## config.mk

```make
export PLATFORM = sky130hd
export DESIGN_NAME = tsc_ctrl
export DESIGN_NICKNAME = d
export VERILOG_FILES = /design/src/rtl/tsc_pkg.sv /design/src/rtl/tsc_conv_if.sv /design/src/rtl/tsc_conv.sv /design/src/rtl/tsc_ctrl.sv
export SDC_FILE = /design/constraint.sdc
export NUM_CORES = 1
export LEC_CHECK = 0
export ABC_AREA = 1
export ABC_CLOCK_PERIOD_IN_PS = 3800
export BUFFER_PORTS_ARGS = -buffer_cell sky130_fd_sc_hd__clkbuf_2
export CORE_ASPECT_RATIO = 0.5
export CORE_UTILIZATION = 58
export CTS_CLUSTER_SIZE = 20
export DETAILED_ROUTE_END_ITERATION = 6
export GPL_TIMING_DRIVEN = 0
export PLACE_DENSITY = 0.81
export SYNTH_ARGS = -nofsm -noshare
export SYNTH_HDL_FRONTEND = slang
export SYNTH_SLANG_ARGS = --single-unit
```

## constraint.sdc

```tcl
create_clock -name sys_clk -period 3.8 [get_ports sys_clk]
set_input_delay 0.19 -clock sys_clk [delete_from_list [all_inputs] [get_ports sys_clk]]
set_output_delay 0.19 -clock sys_clk [all_outputs]
set_load 0.03 [all_outputs]
```

## src/rtl/tsc_pkg.sv

```systemverilog
// shared constants of the temperature sensor conversion controller
// assumes a 10 MHz system clock and a slow host serial clock
package tsc_pkg;
   localparam int CLK_MHZ = 10;
   localparam int CONV_TIME_US = 140000;
   localparam int CONV_CYCLES = CONV_TIME_US * CLK_MHZ;
   localparam int CONV_CNT_W = 24;
   localparam int TEMP_W = 11;
   localparam int WORD_W = 16;
   localparam int TX_BITS = 16;
   localparam int TX_DRIVEN = 14;
   localparam int RX_START = 16;
   localparam int FRAME_BITS = 32;
   localparam int CMD_W = 8;
   localparam logic [2:0] TEMP_FILL = 3'h7;
   localparam logic [1:0] TAIL_FILL = 2'h0;
   localparam logic [CMD_W-1:0] CMD_RESET = 8'h00;
   // identification word: value is arbitrary
   localparam logic [WORD_W-1:0] ID_DEFAULT = 16'h5a00;
   localparam logic [TEMP_W-1:0] TEMP_RESET = 11'h000;
endpackage

```

## src/rtl/tsc_conv_if.sv

```systemverilog
// link between the serial controller and the conversion sequencer
// assumes both ends run on sys_clk
`timescale 1ns/1ps
interface tsc_conv_if;
   logic start;
   logic shutdown;
   logic busy;
   logic done;
   logic result_ok;
   logic [10:0] result;
   modport ctrl (output start, output shutdown, input busy, input done, input result_ok, input result);
   modport conv (input start, input shutdown, output busy, output done, output result_ok, output result);
endinterface

```

## src/rtl/tsc_conv.sv

```systemverilog
// conversion sequencer: timed conversions, done pulse, result latch
// assumes temp_code comes from the analog front end on sys_clk
`timescale 1ns/1ps
module tsc_conv
   import tsc_pkg::*;
#(
   parameter int CONV_LEN = CONV_CYCLES
) (
   input wire logic sys_clk,
   input wire logic nrst,
   input wire logic [TEMP_W-1:0] temp_code,
   tsc_conv_if.conv cif
);
   typedef struct packed {
      logic busy;
      logic done;
      logic result_ok;
      logic [CONV_CNT_W-1:0] cnt;
      logic [TEMP_W-1:0] result;
   } tsc_conv_s;

   tsc_conv_s st;
   tsc_conv_s next_st;
   localparam logic [CONV_CNT_W-1:0] LAST = CONV_CNT_W'(CONV_LEN - 1);

   always_comb begin
      next_st = st;
      next_st.done = 1'b0;
      if (st.busy) begin
         // serial traffic has no path in here, so a conversion always finishes
         if (st.cnt == LAST) begin
            next_st.busy = 1'b0;
            next_st.done = 1'b1;
            next_st.result = temp_code;
            next_st.result_ok = 1'b1;
         end else begin
            next_st.cnt = st.cnt + 1'b1;
         end
      end else if (cif.start || !cif.shutdown) begin
         next_st.busy = 1'b1;
         next_st.cnt = '0;
      end
   end

   always_ff @(posedge sys_clk or negedge nrst) begin
      if (!nrst) begin
         st <= '{busy: 1'b0, done: 1'b0, result_ok: 1'b0, cnt: '0, result: TEMP_RESET};
      end else begin
         st <= next_st;
      end
   end

   assign cif.busy = st.busy;
   assign cif.done = st.done;
   assign cif.result_ok = st.result_ok;
   assign cif.result = st.result;
endmodule

```

## src/rtl/tsc_ctrl.sv

```systemverilog
// serial readout controller of the temperature sensor
// assumes host drives cs_n and serial_bus_clock asynchronously; sio pin resolved outside
// Summary of operation
// - a read is accepted any time and returns the last completed result, or the identification word in shutdown.
// - a running conversion always completes; serial activity never aborts it.
// - at end of read, hold register reloads and a fresh conversion starts unless one is already running.
// - after reset the block is in continuous conversion, not shutdown.
// - data before the first completed conversion is invalid; temp_valid flags it.
// - power-up reset clears every internal register to its default.
// - a read-only identification word is readable over the serial link.
// - frame is 32 clocks: 16 out on falling edges, 16 in on rising.
// - last eight received bits all ones enter shutdown, else leave it; a read cut before the receive phase keeps the mode.
// - output is 11-bit result, then three ones, then two floating bits.
// - in shutdown every read shifts out the identification word.
`timescale 1ns/1ps
module tsc_ctrl
   import tsc_pkg::*;
#(
   parameter int CONV_LEN = CONV_CYCLES,
   parameter logic [WORD_W-1:0] ID_WORD = ID_DEFAULT
) (
   input wire logic sys_clk,
   input wire logic nrst,
   input wire logic cs_n,
   input wire logic serial_bus_clock,
   input wire logic sio_in,
   input wire logic [TEMP_W-1:0] temp_code,
   output logic sio_out,
   output logic sio_oe_n,
   output logic temp_valid,
   output logic shutdown_mode
);
   typedef struct packed {
      logic cs_s1;
      logic cs_s2;
      logic bclk_s1;
      logic bclk_s2;
      logic sd_s1;
      logic sd_s2;
      logic cs_prev;
      logic bclk_prev;
      logic active;
      logic [4:0] fcnt;
      logic [5:0] rcnt;
      logic [WORD_W-1:0] shreg;
      logic [CMD_W-1:0] rxsh;
      logic shutdown;
      logic valid;
      logic [TEMP_W-1:0] hold;
      logic sdo;
      logic oe_n;
      logic start;
   } tsc_ctrl_s;

   tsc_ctrl_s st;
   tsc_ctrl_s next_st;
   tsc_conv_if cif ();

   tsc_conv #(.CONV_LEN(CONV_LEN)) u_conv (
      .sys_clk(sys_clk),
      .nrst(nrst),
      .temp_code(temp_code),
      .cif(cif)
   );

   function automatic logic [WORD_W-1:0] tx_word(input logic sd, input logic [TEMP_W-1:0] t);
      tx_word = sd ? ID_WORD : {t, TEMP_FILL, TAIL_FILL};
   endfunction

   function automatic logic edge_fall(input logic was, input logic cur);
      edge_fall = was && !cur;
   endfunction

   function automatic logic edge_rise(input logic was, input logic cur);
      edge_rise = !was && cur;
   endfunction

   logic cs_fall;
   logic cs_rise;
   logic bclk_fall;
   logic bclk_rise;
   logic [TEMP_W-1:0] latest;
   logic [WORD_W-1:0] word;

   always_comb begin
      cs_fall = edge_fall(st.cs_prev, st.cs_s2);
      cs_rise = edge_rise(st.cs_prev, st.cs_s2);
      bclk_fall = edge_fall(st.bclk_prev, st.bclk_s2);
      bclk_rise = edge_rise(st.bclk_prev, st.bclk_s2);
      // a result completing on the opening edge goes out at once instead of one read late
      latest = (cif.done && !st.active) ? cif.result : st.hold;
      word = tx_word(st.shutdown, latest);
      next_st = st;
      next_st.cs_s1 = cs_n;
      next_st.cs_s2 = st.cs_s1;
      next_st.bclk_s1 = serial_bus_clock;
      next_st.bclk_s2 = st.bclk_s1;
      next_st.sd_s1 = sio_in;
      next_st.sd_s2 = st.sd_s1;
      next_st.cs_prev = st.cs_s2;
      next_st.bclk_prev = st.bclk_s2;
      next_st.start = 1'b0;
      // hold follows each finished conversion except during a read, so the word stays stable
      if (cif.done && !st.active) begin
         next_st.hold = cif.result;
         next_st.valid = 1'b1;
      end
      if (cs_fall) begin
         next_st.active = 1'b1;
         next_st.fcnt = '0;
         next_st.rcnt = '0;
         next_st.rxsh = CMD_RESET;
         next_st.shreg = word;
         next_st.sdo = word[WORD_W-1];
         next_st.oe_n = 1'b0;
      end else if (st.active && !st.cs_s2) begin
         if (bclk_fall && st.fcnt < 5'(TX_BITS)) begin
            next_st.fcnt = st.fcnt + 1'b1;
            next_st.shreg = {st.shreg[WORD_W-2:0], 1'b0};
            next_st.sdo = st.shreg[WORD_W-2];
            if (st.fcnt + 1'b1 >= 5'(TX_DRIVEN)) begin
               next_st.oe_n = 1'b1;
            end
         end
         if (bclk_rise && st.rcnt < 6'(FRAME_BITS)) begin
            next_st.rcnt = st.rcnt + 1'b1;
            if (st.rcnt >= 6'(RX_START)) begin
               next_st.rxsh = {st.rxsh[CMD_W-2:0], st.sd_s2};
            end
         end
      end else if (cs_rise && st.active) begin
         next_st.active = 1'b0;
         next_st.oe_n = 1'b1;
         if (st.rcnt > 6'(RX_START)) begin
            next_st.shutdown = &st.rxsh;
         end
         next_st.hold = cif.result;
         next_st.valid = cif.result_ok;
         next_st.start = 1'b1;
      end
   end

   always_ff @(posedge sys_clk or negedge nrst) begin
      if (!nrst) begin
         st <= '{cs_s1: 1'b1, cs_s2: 1'b1, bclk_s1: 1'b0, bclk_s2: 1'b0, sd_s1: 1'b0, sd_s2: 1'b0,
                 cs_prev: 1'b1, bclk_prev: 1'b0, active: 1'b0, fcnt: '0, rcnt: '0, shreg: '0,
                 rxsh: CMD_RESET, shutdown: 1'b0, valid: 1'b0, hold: TEMP_RESET, sdo: 1'b0,
                 oe_n: 1'b1, start: 1'b0};
      end else begin
         st <= next_st;
      end
   end

   assign cif.start = st.start;
   assign cif.shutdown = st.shutdown;
   assign sio_out = st.sdo;
   assign sio_oe_n = st.oe_n;
   assign temp_valid = st.valid;
   assign shutdown_mode = st.shutdown;
endmodule

```

**Word level (Yosys, flattened, before mapping)**

Index checks and enable logic that the tools add are counted.

- Register bits: 97
- Bits of input ports: 16
- Output and inout port bits: 4

- Add/sub/neg operators: 3
- $lt $le $gt $ge: 5
- Equality and inequality tests: 5
- Mux-type cells: 30
- Bitwise operators: 2
- Reduce and logical (&&, ||, !) cells: 32

Operators with widths:

| cell | number |
|---|---|
| $mux W24 | 3 |
| $mux W12 | 4 |
| $mux W36 | 1 |
| $mux W35 | 1 |
| $mux W16 | 2 |
| $add A24 B1 Y24 const B | 1 |
| $eq A24 B21 Y1 const B | 1 |
| $mux W8 | 2 |
| $reduce_bool A2 Y1 | 6 |
| $mux W11 | 1 |
| $reduce_and A2 Y1 | 5 |
| $logic_and A1 B1 Y1 | 9 |
| $mux W1 | 9 |
| $mux W2 | 4 |
| $reduce_and A8 Y1 | 1 |
| $add A6 B1 Y6 const B | 1 |
| $ge A6 B5 Y1 const B | 1 |
| $gt A6 B5 Y1 const B | 1 |
| $logic_not A1 Y1 | 6 |
| $lt A6 B6 Y1 const B | 1 |
| $mux W6 | 1 |
| $ne A3 B2 Y1 const B | 2 |
| $reduce_and A3 Y1 | 2 |
| $add A5 B1 Y5 const B | 1 |
| 9 further kinds | 11 |

**Longest topological paths before layout**

- Depth after elaboration: 6
- Gate-level depth with buffers: 10
- Mapped depth without buffers: 10

**Modules after synthesis**

A second synthesis with hierarchy kept.

- Cells, all modules: 608
- Area, all modules: 4815.9 µm²

By module, submodules not included:

| module | times used | cells an instance | area each (µm²) | sequential area each (µm²) |
|---|---|---|---|---|
| tsc_ctrl | 1 | 286 | 2551.2 | 1431.4 |
| tsc_conv | 1 | 322 | 2264.7 | 950.9 |

**Worst setup path before layout**

Ideal clock, no wire load.

- Path type: reg2reg
- Start: register u_conv.st[11] in the netlist's numbering
- End: register u_conv.st[31] in the netlist's numbering
- Library setup time: 119 ps
- Arrival time: 1525 ps
- Data required time: 3681 ps
- Slack: 2156 ps
- Stages on the path, launching flop included: 10
- Period minus slack after synthesis: 1644 ps
- Cell sequence: dfrtp_1 > ha_1 > nand3_1 > nor2_4 > nand3_2 > nor2_4 > nor2_4 > buf_2 > nand4_1 > nand2_1

- Longest elaborated chain between the ends: 3
- Elaborated cells between the ends (all ways): 6
- Classes of those cells: add/sub: 1; eq/ne: 2; mux: 2; reduce/logical: 1

RTL lines:

| item | line | RTL |
|---|---|---|
| from (decl) | tsc_conv.sv:22 | `tsc_conv_s st;` |
| from (signal assigned) | tsc_conv.sv:47 | `st <= '{busy: 1'b0, done: 1'b0, result_ok: 1'b0, cnt: '0, result: TEMP_RESET};` |
| from (signal assigned) | tsc_conv.sv:49 | `st <= next_st;` |
| $add A24 B1 Y24 or $eq A24 B21 Y1 (tied branches) | tsc_conv.sv:37, tsc_conv.sv:31 |  |
| $mux W24 or $ne A2 B2 Y1 (tied branches) | -- |  |
| $mux W24 or $reduce_and A2 Y1 (tied branches) | -- |  |

Several ways; a longest one is shown, not always the timed one. The select of a mux whose other input is x is not followed.
A chain may end at the register's enable or synchronous reset.

**Worst setup path in the final report**

- Start: register u_conv.st[11] in the netlist's numbering
- End: register u_conv.st[25] in the netlist's numbering

Same word-level chain as after synthesis.

==> flow_summary_export.csv <==
group,metric,value,unit
outcome,status,"completed",
floorplan,rows,22,
placement,placed_cells,700,
worst_setup_path,crit_chain,"ha_1 -> nand3_1 -> nor2_4 -> nand3_2 -> nor2_4 -> nor2_4 -> inv_4 -> buf_6 -> o21ai_0",
routing,firstDrtPassIters,5,
finish,layoutNonFillerInstCount,720,
clock_tree,cts_resized,0,
finish,nFillCells,607,
synthesis,synth_largest_area_cell,"dfrtp_1",
routing,wl_per_cell,14.8,um
placement,port_buffers,19,
timing,tightest_slew,721,ps
worst_setup_path,cp-start-kind,"flop",
synthesis,syn_avg_cell_area,8.11,um^2
power,comb_power_share,8.2,%
worst_setup_path,critPathRequiredTime,4020,ps
synthesis,syn_nets,593,
routing,antenna_left,0,
worst_setup_path,end_kind,"flop",
clock_tree,cts-root-buf,"clkbuf_16",
placement,place_congestion,0.935,
routing,drt-vias-per-instance,5.49,
worst_setup_path,critPathSlowestCell,"dfrtp_1",
timing,post-route-period-util,54.6,%
timing,maxSlewHeadroom,51.9,%
worst_setup_path,r2r_setup_slack,1730,ps
timing,max_freq,482,MHz
routing,routed_wl,10.7,mm
floorplan,core,7540,um^2
synthesis,synth_area_leaders,"dfrtp_1 49%, nand2_1 13%, o21ai_0 5.8%",
power,p_per_area,434,nW/um^2
worst_setup_path,crit_fanout,10,
finish,final_cell_area,5250,um^2
power,internal_power,1.73,mW
clock_tree,cts_buffers,9,
timing,fin_ws,1730,ps
grt,grt_pass1_wl,18.3,mm
floorplan,die_w,128,um
clock_tree,ctsHoldBuffers,4,
clock_tree,path_clk_slew,70,ps
power,p_sw,0.549,mW
clock_tree,postCtsSetupBuffers,0,
timing,clock_skew,8.87,ps
grt,grt_max_degree,51,
timing,setup_tns,0,ps
floorplan,initial_core_util,61.5,%
finish,syn_to_final_growth,13.2,%
power,power.leakage,2.41,nW
floorplan,pin_count,20,
clock_tree,cts_buffer_depth,2,
worst_setup_path,critPathMaxStageDelay,440,ps
synthesis,synth-seq-cells,95,
job,maxCapViolations,0,
timing,min_period,2070,ps
grt,grt_use_total,28.7,%
synthesis,ys_seq_area_share,51.4,%
worst_setup_path,cpMostUsedCell,"nor2_4",
synthesis,yosysTopAreaCellShare,49.1,%
grt,antenna_found_initial,0,
floorplan,die_height,65.2,um
finish,layout_common_cells,"161 x nand2_1, 91 x dfrtp_1, 56 x inv_1",
worst_setup_path,critical_path_arrival,2290,ps
power,seqPwrFrac,49.1,%
timing,rsz0062_at_grt,"no",
timing,setup_viol,0,
placement,post-place-ws,1740,ps
finish,ff_latch_area,2380,um^2
power,power.ir.vdd_worst,0.318,mV
synthesis,syn_area,4640,um^2
finish,drive_above_1_share,9.31,%
worst_setup_path,crit_type,"flop to flop",
timing,hold_violations,0,
finish,diodes,0,
clock_tree,tritoncts,"built",
grt,overflow,0,
placement,hpwl,7.45,mm
routing,drt_iter0_drc,301,
routing,drc,0,
finish,layout_commonest_cell,"nand2_1",
power,p_total,2.28,mW
min_path,hold_class,"input pin to flop",
clock_tree,htreeDepth,3,
power,swShare,24.1,%
routing,via_count,3950,
worst_setup_path,critPathBufInv,2,
worst_setup_path,crit_family,"simple AND/OR/NAND/NOR gates",
grt,grt_pass1_vias,3813,
finish,multi_input_area,1960,um^2
synthesis,yosysWarnings,0,
finish,final_nets,628,
clock_tree,numClockSinks,95,
power,clockPowerShare,42.7,%
synthesis,synth.distinct_cells,33,
synthesis,netlist_instances,572,
clock_tree,clock_latency,350,ps
placement,dpl-instance-area,4900,um^2
floorplan,die_area,8380,um^2
timing,drv_slew,0,
## logic make-up (layout without fill, tap and decap cells)
| logic type | after synthesis | in the layout | share of synthesized area [%] |
|---|---|---|---|
| and+or+nand+nor | 297 | 297 | 27.6 |
| DFF | 95 | 95 | 51.4 |
| muxes | 7 | 7 | 1.51 |
| xor gates and xnor gates | 10 | 10 | 1.89 |
| adders and majority gates | 5 | 5 | 1.35 |
| buffers and inverters | 74 | 114 | 6.34 |
| AOI/OAI and AO/OA | 84 | 84 | 9.98 |
## stage by stage
stage | utilization (%) | hold WS [ps]
after floorplan | - | -106
after global placement | 64.5 | 277
after detailed placement | 64.9 | 280
after CTS | 69.6 | 38.9
after global routing | 69.6 | 53.1
final | 69.6 | 43.9
## power groups by stage
stage / logic (mW) / registers, mW / clock network, mW
final: 0.186 / 1.12 / 0.974
after global routing: 0.209 / 1.13 / 1.02
after CTS: 0.187 / 1.12 / 0.980
after detailed placement: 0.182 / 1.13 / 0
after global placement: 0.168 / 1.13 / 0
after floorplan: 0.0978 / 1.14 / 0
## sequential cells by signal, indices dropped and copies added, names as in the netlist
signal and flops:
u_conv.cif.result_ok 1, u_conv.cif.done 1, next_st 5, u_conv.cif.busy 1
st 47, u_conv.st 24, shutdown_mode 1, sio_out 1
temp_valid 1, cif.start 1, sio_oe_n 1, u_conv.cif.result 11
## worst reg2reg max path, stage by stage, from the launching register on
cell and delay, ps:
dfrtp_1 440, ha_1 260, nand3_1 180, nor2_4 230
nand3_2 130, nor2_4 200, nor2_4 120, inv_4 140
buf_6 150, o21ai_0 90
## metal layers
| metal | up-vias | routed length, um | global-route usage (%) |
|---|---|---|---|
| li1 | 1937 | - | - |
| met1 | 1876 | 4970 | 38.4 |
| met2 | 114 | 4990 | 46.7 |
| met3 | 23 | 528 | 5.78 |
| met4 | 0 | 204 | 10.9 |
| met5 | - | 0 | 0 |
## synthesized netlist by cell type
library cell / instances
a21oi_1: 9
and2_1: 1
buf_1: 1
buf_2: 5
buf_6: 1
clkbuf_1: 7
dfrtp_1: 91
dfstp_2: 4
ha_1: 5
inv_1: 56
inv_2: 3
inv_4: 1
mux2i_1: 7
nand2_1: 161
nand3_1: 52
nand3_2: 1
nand3b_1: 2
nand4_1: 12
nor2_1: 50
nor2_4: 3
nor3_1: 9
nor3_2: 1
o211ai_1: 7
o21ai_0: 54
o21ai_1: 4
o21bai_1: 2
o221ai_1: 2
o22ai_1: 3
o311ai_0: 1
o31ai_1: 2
or2_2: 5
xnor2_1: 1
xor2_1: 9
## layout make-up
class,instances,area share (%)
Clock buffer,12,4.50
Clock inverter,4,1.48
Buffer,14,1.26
Multi-Input combinational cell,403,37.4
Tap cell,108,2.57
Inverter,60,4.34
Timing Repair Buffer,24,3.14
Sequential cell,95,45.4
## final timing paths
| path | start | endpoint | cells past startpoint |
|---|---|---|---|
| min in group asynchronous | nrst | u_conv.st[13] | 2 |
| worst max-delay path | u_conv.st[11] | u_conv.st[25] | 9 |
| worst max register to register | u_conv.st[11] | u_conv.st[25] | 9 |
| worst min-delay path | temp_code[2] | u_conv.cif.result[2] | 3 |
| worst min register to register | next_st[54] | st[54] | 0 |
| max in group asynchronous | nrst | st[53] | 3 |
Power figures use the tool's default switching activity.
